$ cat src/include/ppsh_pkg.sv
// package for the profile position set-point handler
package ppsh_pkg;

  // object indices of the two command words
  localparam logic [15:0] PPSH_IDX_CMD  = 16'h6040;
  localparam logic [15:0] PPSH_IDX_OPT  = 16'h60f2;

  // command word bit positions
  localparam int PPSH_CW_SWITCH_ON   = 0;
  localparam int PPSH_CW_VOLT_ALLOW  = 1;
  localparam int PPSH_CW_FAST_STOP_N = 2;
  localparam int PPSH_CW_OP_ALLOW    = 3;
  localparam int PPSH_CW_NEW_SETPT   = 4;
  localparam int PPSH_CW_CHG_IMM     = 5;
  localparam int PPSH_CW_ABS_REL     = 6;
  localparam int PPSH_CW_FAULT_CLEAR = 7;
  localparam int PPSH_CW_HALT        = 8;
  localparam int PPSH_CW_CHG_ON_SP   = 9;

  // option word field positions
  localparam int PPSH_OPT_REL_LO  = 0;
  localparam int PPSH_OPT_CIO_LO  = 2;
  localparam int PPSH_OPT_RRO_LO  = 4;
  localparam int PPSH_OPT_VEND_LO = 12;

  // relative reference selections
  localparam logic [1:0] PPSH_REL_PREV   = 2'h0;
  localparam logic [1:0] PPSH_REL_DEMAND = 2'h1;
  localparam logic [1:0] PPSH_REL_ACTUAL = 2'h2;

  // reset values
  localparam logic [15:0] PPSH_WORD_RST = 16'h0000;
  localparam logic [31:0] PPSH_POS_RST  = 32'h0000_0000;

  // minimum gap between starts, in us, and its cycle count at 100 MHz
  localparam int PPSH_START_GAP_US  = 2000;
  localparam int PPSH_CLK_MHZ       = 100;
  localparam int PPSH_START_GAP_CYC = PPSH_START_GAP_US * PPSH_CLK_MHZ;

  // decoded command word
  typedef struct packed {
    logic switch_on;
    logic voltage_allow;
    logic fast_stop_n;
    logic operation_allow;
    logic fault_clear;
    logic halt;
  } ppsh_cmd_t;

  // one positioning task
  typedef struct packed {
    logic [31:0] target;      // resolved absolute target
    logic [31:0] velocity;    // profile velocity
    logic        chg_imm;     // immediate-change bit
    logic        chg_on_sp;   // change-on-set-point bit (stored, unused)
    logic [15:0] options;     // option word snapshot
  } ppsh_task_t;

  // whole state of the handler
  typedef struct packed {
    logic [15:0] cmd_word;
    logic [15:0] opt_word;
    logic        trig_prev;
    logic        run_valid;
    ppsh_task_t  run;
    logic        pend_valid;
    ppsh_task_t  pend;
    logic [31:0] last_target;
    logic        have_last;
    logic        start_pulse;
    logic        discard_pulse;
    logic        abort_all;
  } ppsh_state_t;

endpackage : ppsh_pkg

$ cat src/logic/ppsh_handler.sv
// profile position set-point handler: trigger, queue, discard logic
// Summary of operation
// - trigger rising edge latches target and velocity
// - immediate bit 0: queue until current done
// - immediate bit 1: replace running task now
// - abs/rel bit selects absolute or relative target
// - change-on-set-point mode not implemented
// - zero profile velocity discards task
// - software limit wrong direction discards task
// - travel inhibit wrong direction discards task
// - run-inhibit during halt deceleration drops all
// - run-inhibit with opposed buffered task drops all
// - halt stop clears task option settings
// - command word bit decode
// - option word field decode
// - relative reference previous, demand or actual
// - request-response lets device clear trigger
module ppsh_handler (
  // clock and reset
  input  wire logic                i_mclk,
  input  wire logic                i_rst,
  // object write port
  input  wire logic                i_obj_wr,
  input  wire logic [15:0]         i_obj_idx,
  input  wire logic [15:0]         i_obj_wdata,
  // object read data
  output logic      [15:0]         o_drive_command_word,
  output logic      [15:0]         o_positioning_options,
  // set-point values and positions
  input  wire logic [31:0]         i_target_pos,
  input  wire logic [31:0]         i_profile_velocity,
  input  wire logic [31:0]         i_pos_demand,
  input  wire logic [31:0]         i_pos_actual,
  // axis conditions
  input  wire logic                i_task_done,
  input  wire logic                i_sw_limit_pos,
  input  wire logic                i_sw_limit_neg,
  input  wire logic                i_inhibit_pos,
  input  wire logic                i_inhibit_neg,
  input  wire logic                i_halt_decel,
  input  wire logic                i_run_inhibit,
  input  wire logic                i_halt_stopped,
  // task out
  output ppsh_pkg::ppsh_cmd_t      o_cmd,
  output ppsh_pkg::ppsh_task_t     o_run_task,
  output logic                     o_run_valid,
  output logic                     o_pend_valid,
  output logic                     o_start,
  output logic                     o_discard,
  output logic                     o_abort_all
);
  import ppsh_pkg::*;

  // ------------------------------------------------------------
  // elaboration checks
  // ------------------------------------------------------------
  // every command and option field must sit inside its 16-bit word
  if (PPSH_CW_CHG_ON_SP > 15 || PPSH_CW_HALT > 15) begin : g_bad_cmd_layout
    $error("command word field outside the word");
  end
  // the option fields are two bits wide, the vendor field is on top
  if (PPSH_OPT_RRO_LO + 1 >= PPSH_OPT_VEND_LO || PPSH_OPT_VEND_LO > 15) begin : g_bad_opt_layout
    $error("option word fields overlap or overflow");
  end

  // ------------------------------------------------------------
  // helpers
  // ------------------------------------------------------------
  // direction of travel from a start position to a target
  // the sign of the wrapped difference picks the shorter way round,
  // so a target more than half the range away reads as the other way
  function automatic logic ppsh_moves_pos(input logic [31:0] from, input logic [31:0] to);
    logic [31:0] diff;
    diff = to - from;
    ppsh_moves_pos = ~diff[31];
  endfunction : ppsh_moves_pos

  // ------------------------------------------------------------
  // state
  // ------------------------------------------------------------
  // one packed struct carries every flip-flop of the handler,
  // so reset and the register stage cannot miss a field
  ppsh_state_t st_reg;   // registered state
  ppsh_state_t st_next;  // next state

  // ------------------------------------------------------------
  // combinational next state
  // ------------------------------------------------------------
  logic        trig_now;   // trigger bit of current word
  logic        trig_edge;  // 0->1 seen this cycle
  logic [31:0] ref_pos;    // relative reference
  logic [31:0] new_tgt;    // resolved target
  logic        dir_pos;    // new task moves positive
  logic        bad;        // new task must be discarded
  logic        opposed;    // pending runs against running
  ppsh_task_t  nt;         // candidate task

  always_comb begin
    st_next = st_reg;
    st_next.start_pulse   = 1'b0;
    st_next.discard_pulse = 1'b0;
    st_next.abort_all     = 1'b0;
    // object writes land first so the edge is seen next cycle
    if (i_obj_wr && i_obj_idx == PPSH_IDX_CMD) begin
      st_next.cmd_word = i_obj_wdata;
    end
    if (i_obj_wr && i_obj_idx == PPSH_IDX_OPT) begin
      st_next.opt_word = i_obj_wdata;
    end
    // edge is taken from the held word, never from the write port,
    // so a write of the same value twice does not re-trigger
    trig_now  = st_reg.cmd_word[PPSH_CW_NEW_SETPT];
    trig_edge = trig_now & ~st_reg.trig_prev;
    st_next.trig_prev = trig_now;
    // relative reference pick
    case (st_reg.opt_word[PPSH_OPT_REL_LO +: 2])
      PPSH_REL_PREV:   ref_pos = st_reg.have_last ? st_reg.last_target : PPSH_POS_RST;
      PPSH_REL_DEMAND: ref_pos = i_pos_demand;
      PPSH_REL_ACTUAL: ref_pos = i_pos_actual;
      default:         ref_pos = PPSH_POS_RST;  // reserved code treated as zero base
    endcase
    // relative targets wrap modulo the position range
    new_tgt = st_reg.cmd_word[PPSH_CW_ABS_REL] ? ref_pos + i_target_pos : i_target_pos;
    // direction judged from where the generator stands now
    dir_pos = ppsh_moves_pos(i_pos_demand, new_tgt);
    // a limit only lets through travel that backs out of it
    bad = (i_profile_velocity == PPSH_POS_RST)
        | (i_sw_limit_pos & dir_pos) | (i_sw_limit_neg & ~dir_pos)
        | (i_inhibit_pos & dir_pos)  | (i_inhibit_neg & ~dir_pos);
    // candidate task, built every cycle, used only on an edge
    nt.target    = new_tgt;
    nt.velocity  = i_profile_velocity;
    nt.chg_imm   = st_reg.cmd_word[PPSH_CW_CHG_IMM];
    nt.chg_on_sp = st_reg.cmd_word[PPSH_CW_CHG_ON_SP];  // stored, never acted on
    nt.options   = st_reg.opt_word;
    // buffered task heading the other way from the running one
    opposed = st_reg.pend_valid && st_reg.run_valid
            && (ppsh_moves_pos(i_pos_demand, st_reg.pend.target)
                != ppsh_moves_pos(i_pos_demand, st_reg.run.target));
    // running task retires; pending one is promoted
    if (st_reg.run_valid && i_task_done) begin
      st_next.run_valid = st_reg.pend_valid;
      st_next.run       = st_reg.pend;
      st_next.pend_valid = 1'b0;
      st_next.start_pulse = st_reg.pend_valid;
    end
    // halt stop wipes the executing task's options
    if (st_reg.run_valid && i_halt_stopped) begin
      st_next.run.chg_imm   = 1'b0;
      st_next.run.chg_on_sp = 1'b0;
      st_next.run.options   = PPSH_WORD_RST;
    end
    // a task retiring in this same cycle with nothing queued leaves the axis idle,
    // so the new task must start rather than wait for a done
    // that will never come
    if (trig_edge) begin
      if (bad) begin
        // refused task leaves running and pending untouched
        st_next.discard_pulse = 1'b1;
      end else if (nt.chg_imm || !st_next.run_valid) begin
        // immediate change or idle axis: start now
        st_next.run       = nt;
        st_next.run_valid = 1'b1;
        st_next.start_pulse = 1'b1;
        st_next.last_target = new_tgt;
        st_next.have_last   = 1'b1;
      end else begin
        // queued behind the running task, overwriting any older one
        st_next.pend       = nt;
        st_next.pend_valid = 1'b1;
        st_next.last_target = new_tgt;
        st_next.have_last   = 1'b1;
      end
    end
    // device clears trigger itself once a start is taken
    if (st_next.start_pulse && st_reg.opt_word[PPSH_OPT_RRO_LO +: 2] != 2'h0) begin
      st_next.cmd_word[PPSH_CW_NEW_SETPT] = 1'b0;
    end
    // run-inhibit during halt deceleration or with an opposed task drops everything, overriding any start
    if (i_run_inhibit && ((i_halt_decel && st_reg.cmd_word[PPSH_CW_HALT]) || opposed)) begin
      st_next.run_valid   = 1'b0;
      st_next.pend_valid  = 1'b0;
      st_next.start_pulse = 1'b0;
      st_next.abort_all   = 1'b1;
    end
  end

  // ------------------------------------------------------------
  // state register
  // ------------------------------------------------------------
  // synchronous reset clears every task and the held words
  always_ff @(posedge i_mclk) begin
    if (i_rst) begin
      st_reg <= '0;
    end else begin
      st_reg <= st_next;
    end
  end

  // ------------------------------------------------------------
  // outputs
  // ------------------------------------------------------------
  // every output comes straight from the state register,
  // so start and discard pulses last exactly one cycle and nothing glitches
  assign o_drive_command_word  = st_reg.cmd_word;
  assign o_positioning_options = st_reg.opt_word;
  assign o_cmd.switch_on       = st_reg.cmd_word[PPSH_CW_SWITCH_ON];
  assign o_cmd.voltage_allow   = st_reg.cmd_word[PPSH_CW_VOLT_ALLOW];
  assign o_cmd.fast_stop_n     = st_reg.cmd_word[PPSH_CW_FAST_STOP_N];
  assign o_cmd.operation_allow = st_reg.cmd_word[PPSH_CW_OP_ALLOW];
  assign o_cmd.fault_clear     = st_reg.cmd_word[PPSH_CW_FAULT_CLEAR];
  assign o_cmd.halt            = st_reg.cmd_word[PPSH_CW_HALT];
  assign o_run_task            = st_reg.run;
  assign o_run_valid           = st_reg.run_valid;
  assign o_pend_valid          = st_reg.pend_valid;
  assign o_start               = st_reg.start_pulse;
  assign o_discard             = st_reg.discard_pulse;
  assign o_abort_all           = st_reg.abort_all;

endmodule : ppsh_handler

$ cat config.mk
export PLATFORM = sky130hd
export DESIGN_NAME = ppsh_handler
export DESIGN_NICKNAME = d
export VERILOG_FILES = /design/src/include/ppsh_pkg.sv /design/src/logic/ppsh_handler.sv
export SDC_FILE = /design/constraint.sdc
export NUM_CORES = 1
export LEC_CHECK = 0
export BUFFER_PORTS_ARGS = -buffer_cell sky130_fd_sc_hd__buf_2
export CORE_MARGIN = 2
export CORE_UTILIZATION = 30
export DETAILED_ROUTE_END_ITERATION = 7
export PLACE_DENSITY_LB_ADDON = 0.05
export SLEW_MARGIN = 20
export SYNTH_ARGS = -nofsm -noshare
export SYNTH_HDL_FRONTEND = slang
export SYNTH_SLANG_ARGS = --single-unit
$ cat constraint.sdc
create_clock -name i_mclk -period 17.2 [get_ports i_mclk]
set_input_delay 0.86 -clock i_mclk [delete_from_list [all_inputs] [get_ports i_mclk]]
set_output_delay 0.86 -clock i_mclk [all_outputs]
set_load 0.02 [all_outputs]
==> results of run 1 <==
==> area by class of cell <==
cell class	count	area (um^2)	share of cell area
flip-flops and latches	235	4707	0.2742
diodes	1	2.502	0.0001458
clock buffers	46	932.1	0.05430
repair buffers	312	1613	0.09396
inverters	65	244.0	0.01421
clock inverters	11	125.1	0.007289
well taps	664	830.8	0.04840
multi-input cells	1290	8711	0.5075
==> per-layer routing <==
layer	track usage	vias to the layer above	wire (um)
li1	-	6576	-
met2	0.3362	270	24480
met4	0.04196	14	1083
met3	0.04885	75	3220
met5	0	-	91
met1	0.2610	6233	23870
==> cells by family after synthesis <==
family / after synthesis / share of synthesized area
compound gates: 423 / 0.2016
fa+ha+maj: 122 / 0.1022
mux: 111 / 0.07462
buf+inv: 293 / 0.1094
xor+xnor: 27 / 0.01576
simple gates: 607 / 0.1829
flops: 235 / 0.3135
==> power by group <==
group / switching, mW / internal, mW / leakage (nW)
Combinational: 0.0621 / 0.0374 / 5.21
Sequential: 0.00000105 / 0.544 / 1.89
Clock: 0.274 / 0.403 / 0.522
Total: 0.336 / 0.985 / 7.63
==> metrics by stage <==
step / instances / setup slack (ns) / total power, mW / hold slack, ns
global placement: 2566 / 8.104 / 0.6560 / 0.4516
CTS: 2623 / 8.050 / 1.346 / 0.4636
floorplan: 1818 / 10.86 / 0.6077 / 0.4360
global route: 2623 / 7.402 / 1.379 / 0.4876
finish: 2624 / 8.087 / 1.321 / 0.4707
detailed placement: 2566 / 8.083 / 0.6562 / 0.4568
==> cells in the mapped netlist (38+ instances only) <==
master,instances
sky130_fd_sc_hd__buf_4,126
sky130_fd_sc_hd__ha_1,121
sky130_fd_sc_hd__dfxtp_1,235
sky130_fd_sc_hd__clkbuf_1,80
sky130_fd_sc_hd__a211oi_1,62
sky130_fd_sc_hd__a21oi_1,77
sky130_fd_sc_hd__nor3_1,40
sky130_fd_sc_hd__nor2_1,177
sky130_fd_sc_hd__a21o_1,38
sky130_fd_sc_hd__nand2_1,239
sky130_fd_sc_hd__mux2i_1,107
sky130_fd_sc_hd__inv_1,64
sky130_fd_sc_hd__o21ai_0,91
==> how the worst max path moves through the flow <==
stage,endpoint,slack (ns),cells after the start
3_5_place_dp,st_reg[70],8.08,29
4_1_cts,o_run_task[72],8.05,29
2_1_floorplan,o_run_task[80],10.86,32
3_3_place_gp,st_reg[59],8.10,31
5_1_grt,o_run_task[23],7.40,29
6_report,o_run_task[72],8.09,29
==> critical path: cells and delay by family, from the launching register on <==
family / cells / cell delay [ns]
DFF: 1 / 0.42
buffers and inverters: 5 / 1.71
and+or+nand+nor: 8 / 2.04
muxes: 2 / 1.08
xor gates and xnor gates: 1 / 0.17
adders and majority gates: 3 / 0.94
AOI/OAI and AO/OA: 10 / 2.45
==> impl_summary.md, run 1 <==
CTS
The clock tree from TritonCTS is built. For this design, the CTS-stage hold fixing added 0 buffers. Post-CTS timing repair inserted 0 buffers for setup. The post-cts resize count is 0. The clock latency on the worst-skew pair is 0.60 ns. The root buffer cell is sky130_fd_sc_hd__clkbuf_16. No sink is reached through more buffers than the 3 on the longest clock path. For this design, the sink count on the clock tree is 235. In this run the number of H-tree levels came out at 1.

The clock slew seen by the registers of the worst setup and hold paths is 0.07 ns. Buffers inserted during clock tree synthesis total 31.

Layout
The library cell used most frequently in the layout, excluding fill and tap cells, is sky130_fd_sc_hd__buf_2. The final layout contains 2228 nets. The register with the most flip-flops in the layout has 116 of them. Counting the fill cells in the layout gives 5264. In the final layout, the share of cells above drive strength 1 is 0.2180. The final design instance area without fill is 0.01717 mm^2. The area growth from synthesis to layout is 14.38%. For this run, the share of the core covered by cells in the final layout is 0.3492.

Leaving out fill and tap cells, the most frequent cells in the layout are sky130_fd_sc_hd__buf_2, sky130_fd_sc_hd__nand2_1, sky130_fd_sc_hd__dfxtp_1.

Synthesis
The netlist uses 68 different library cells. By area the synthesized netlist is led by sky130_fd_sc_hd__dfxtp_1, sky130_fd_sc_hd__ha_1, sky130_fd_sc_hd__mux2i_1. The cell area that synthesis handed to floorplanning was 0.01501 mm^2. The fraction of synthesis flops using an asynchronous set or reset pin is 0.

For this run, the leading register cell type out of synthesis is sky130_fd_sc_hd__dfxtp_1. During synthesis, Yosys emitted a total of 0 warnings. The post-synth net total is 2111.

The biggest area contributor in the post-synthesis netlist is sky130_fd_sc_hd__dfxtp_1. The average instance area after synthesis is 8.255 um^2. The post-synthesis sequential element count is 235. Counting every instance in the synthesized netlist gives 1818. The fraction of post-synthesis cell area in the top cell type by area is 0.3135. The count of flip-flops with a built-in enable after synthesis is 0. The share of the Yosys chip area taken by registers is 0.3135.

Setup path
The sort of element at the start of the critical path is a register. The startpoint identified for the worst register-to-register timing path is o_positioning_options[1]. In this run the register-to-register setup slack is 8.09 ns. Of all nets on the critical path, the largest fanout is 80. The number of cells on the worst reg-to-reg path is 29.

The worst register-to-register path ends at o_run_task[72]. STA classifies the critical path endpoint as a register. The slowest stage cell on the critical path is sky130_fd_sc_hd__buf_4. Data on the critical path arrives at its endpoint at 9.56 ns. The required time of the critical path is 17.64 ns. The largest single stage delay on the critical path is 0.83 ns. The most critical setup path has its startpoint at o_positioning_options[1].

The kind of critical path is register to register.

Routing
The routed layout has 13170 vias. The number of nets still failing antenna checks after routing is 0. Summed over all layers, the routed wires come to 52740 um. In the routed design, unresolved DRC markers number 0.

The first detailed-routing pass took 5 iterations. The initial DRC count is 648. Dividing the detail-routed wire length by the instance count gives 20.10 um. The vias per cell is 5.018.

Global route
The overall overflow remaining after global route is 0. The number of antenna violations at the first check in global routing is 7. The wire length of the first global-routing pass is 79890 um. The overall fraction of global-route tracks in use is 0.2005.

Entering global routing, the biggest net connects 113 pins. The number of global-route vias before repair is 13020.

Die
The initial utilization of the core area, before any placement, comes to 0.3053. The die is 227.7 um tall. The boundary pin count is 296.

In this run the core area contains 81 standard-cell rows. The total die area is 0.05183 mm^2. The region available for standard cell placement spans 0.04915 mm^2. The die outline width is 227.7 um.

STA
The final worst-path cycle share is 0.5298. The final hold violation count is 0. The final number of setup-violating endpoints is 0. Headroom to the max-slew limit came out at 0.2492. The setup total negative slack is 0 ns.

For this run, the top clock speed supported by timing is 109.7 MHz. The number of pins exceeding their max-slew limit in the final report came to 0. The worst clock skew is 0.01149 ns. The worst path needs 9.113 ns of the cycle, external delays included.

Setup repair after global routing left no endpoint under its margin. The actual slew at the worst max-slew pin is 1.124 ns.

Power and ir drop
The worst-case vdd ir drop is 0.00007724 V. In this run the power density over the cells is 76.96 mW/mm^2. The static leakage is 7.627 nW.

Placement
The placer congestion estimate is 0.8452. Once placement finished, the instance area stood at 0.01610 mm^2. During placement, the flow inserted port buffers numbering 295. The detailed placer's ending HPWL is 37730 um.

Min path
The type of the most critical hold path is register to register. The depth of the worst hold-timing path is 2. The worst hold path terminates at st_reg[5]. The startpoint identified for the worst hold timing path is st_reg[5].

Run
The total of max-cap violations is 0.

Status
The run finished with clean final reports.
Note: power is estimated with default switching activity, not from simulation.
==> inputs of run 2 (changes only) <==
Clock period 17.2 ns to 7.5 ns, I/O delays scaled along.
==> run 2 against run 1 <==
Compared with the run above: worst hold slack worse by 0.44 ns; non-clock buffer count is 31 higher; sequential power is 130% higher; first-iteration DRC count is 20% higher; clock skew is 0.0028 ns higher; critical path depth is 1 higher; power is 130% higher; die area stayed put; via count is 1.9% higher; sequential share of layout area is 0.44 points lower; register-to-register slack worse by 7.5 ns; highest routed layer unchanged.
==> impl_summary.md, run 2 (synthesis gave the netlist of run 1 again) <==
CTS
The maximum level of the CTS H-tree is 1 (unchanged). The clock slew seen by the registers of the worst setup and hold paths came to 0.06 ns (about the same). The post-cts resize count is 0 (unchanged). The number of clock sinks is 235 (unchanged). The quantity of hold-fixing buffers added after cts is 0 (unchanged). The number of buffers created by CTS was 30 (-3.2%).

The cell sitting at the root of the clock tree is a sky130_fd_sc_hd__clkbuf_16. The total setup buffers inserted after CTS is 0 (unchanged). The clock tree from TritonCTS is built. The clock latency on the worst-skew pair is 0.60 ns (about the same). The number of buffers on the longest clock path came to 3 (unchanged).

STA
The final number of setup-violating endpoints is 0 (unchanged). The highest attainable clock frequency is 143.9 MHz (+31%). The setup total negative slack is 0 ns (unchanged). The number of pins exceeding their max-slew limit in the final report is 0 (unchanged).

The max-slew headroom at the worst pin is 0.3170 (+0.06781). The final worst-path cycle share is 0.9268 (+0.3970). The final hold violation count is 0 (unchanged). The worst clock skew is 0.01432 ns (+0.002822 ns). The final critical delay including setup and external delays is 6.951 ns (-2.161 ns). Setup repair after global routing left no endpoint under its margin. The actual slew at the worst max-slew pin is 1.024 ns (-0.09904 ns).

Placement
The count of input and output buffers was 295 (unchanged). The detailed placer's ending HPWL is 39790 um (+5.4%). The placer congestion estimate is 0.8618 (+2.0%).

Layout
The ratio of cells with drive above 1 in the final layout is 0.2289 (+0.01090). The final-stage net count is 2259 (+1.4%). The library cell used most frequently in the layout, excluding fill and tap cells, is sky130_fd_sc_hd__buf_2. The number of flip-flops in the largest register is 116 (unchanged).

The area growth from synthesis to layout is 16.26%. In the layout the commonest cells are sky130_fd_sc_hd__buf_2, sky130_fd_sc_hd__nand2_1, sky130_fd_sc_hd__dfxtp_1.

Routing
The vias per cell is 5.055 (+0.72%). The number of nets still failing antenna checks after routing came to 0 (unchanged). The via count is 13420 (+1.9%). The number of optimization iterations in the first detailed-route pass is 6 (+1). The initial DRC count was 780 (+20%). The routed wire length is 55060 um (+4.4%). The routed length per instance is 20.74 um (+3.2%). The number of DRC violations after detailed routing is 0 (unchanged).

Setup path
The source of the worst register-to-register timing path is st_reg[3]. The worst setup slack for register-to-register paths is 0.55 ns (-7.54 ns). The number of cells on the worst reg-to-reg path is 30 (+3.4%). The required time of the critical path was 7.99 ns (-9.65 ns). The kind of capture point of the worst setup path is a register. The largest fanout on the critical path is 31 (-61%).

The cell with the most instances on the worst path is sky130_fd_sc_hd__buf_4. The kind of critical path is register to register. The slowest stage cell on the critical path is sky130_fd_sc_hd__mux2_8. The delay of the slowest cell on the worst path is 0.49 ns (-0.34 ns). The worst register-to-register path ends at o_drive_command_word[4]. STA classifies the critical path startpoint as a register. The data arrival time of the critical path is 7.44 ns (-2.12 ns).

Global route
The number of global-route vias before repair is 13210 (+1.5%). The largest net degree at the start of global routing was 91 (-19%). The wire length of the first global-routing pass is 81720 um (+2.3%). The number of antenna violations at the first check in global routing is 10 (+3).

The overall fraction of global-route tracks in use came to 0.2076 (+0.007082). The overall overflow remaining after global route is 0 (unchanged).

Die
The initial cell density of the core is 0.3053 (unchanged). The total die area is 0.05183 mm^2 (unchanged). The number of rows created at floorplan is 81 (unchanged). The die outline width is 227.7 um (unchanged). The die outline height is 227.7 um (unchanged). The boundary pin count is 296 (unchanged). The area of the core is 0.04915 mm^2 (unchanged).

Status
The flow ran to the end, and the final reports show no timing, DRC or antenna violations.

Min path
The start point of the worst min-delay path is i_obj_wdata[11]. The endpoint with the worst hold slack is o_drive_command_word[11]. The depth of the worst hold-timing path is 3 (+1). The min-delay analysis places its worst path in the category primary input to register.

Power and ir drop
The total power draw is 3.027 mW (+130%). The static leakage is 7.810 nW (+2.4%). The power density over cell area is 173.5 mW/mm^2 (+130%). The worst-case vdd ir drop is 0.0001712 V (+120%).

Run
The total of max-cap violations was 0 (unchanged).
==> run 2: worst max-delay path, delay by kind of cell (launching register included) <==
kind,cells,cell delay [ns]
buffers and inverters,6,1.00
AO/OA/AOI/OAI,11,2.11
XOR/XNOR,1,0.15
flip-flops,1,0.35
multiplexers,2,0.63
adder cells (fa/ha/maj),3,0.90
AND/OR/NAND/NOR,7,1.67
==> run 2: through the flow <==
stage	setup slack (ns)	hold slack [ns]	std cells	instance area [um^2]	utilization
2_1_floorplan	1.156	0.4360	1818	15010	-
3_3_place_gp	0.3269	0.4582	2597	16350	0.3326
3_5_place_dp	0.2458	0.4686	2597	16350	0.3326
4_1_cts	0.2156	0.001513	2651	17390	0.3538
5_1_grt	0.01272	0.02167	2653	17440	0.3548
6_report	0.5487	0.02848	2655	17450	0.3549
==> run 2: per-layer routing <==
metal	share of wire	GRT usage	vias to the layer above
li1	-	-	6630
met3	0.067	0.05001	78
met1	0.46	0.2792	6350
met4	0.022	0.04596	12
met2	0.45	0.3362	350
met5	0.0015	0	-
==> run 2: cell type report <==
| class | count | area, um^2 |
|---|---|---|
| Clock inverter | 8 | 142.6 |
| Fill cell | 5211 | 31710 |
| Clock buffer | 46 | 900.9 |
| Tap cell | 664 | 830.8 |
| Sequential cell | 235 | 4707 |
| Timing Repair Buffer | 343 | 1882 |
| Antenna cell | 3 | 7.507 |
| Multi-Input combinational cell | 1291 | 8732 |
| Inverter | 65 | 244.0 |
==> run 2: how the worst max path moves through the flow <==
stage,slack (ns),end,startpoint,cells after the start
6_report,0.55,o_drive_command_word[4],st_reg[3],30
5_1_grt,0.01,o_run_task[59],st_reg[3],30
4_1_cts,0.22,o_start,st_reg[3],30
3_5_place_dp,0.25,o_start,st_reg[3],30
3_3_place_gp,0.33,o_start,st_reg[3],30
2_1_floorplan,1.16,o_run_task[80],o_positioning_options[0],32
==> run 2: report_power, final <==
group	switching, mW	internal (mW)	total [mW]	leakage, nW
combinational	0.148	0.0933	0.242	5.41
sequential	0.00000241	1.25	1.25	1.89
clock	0.611	0.926	1.54	0.508
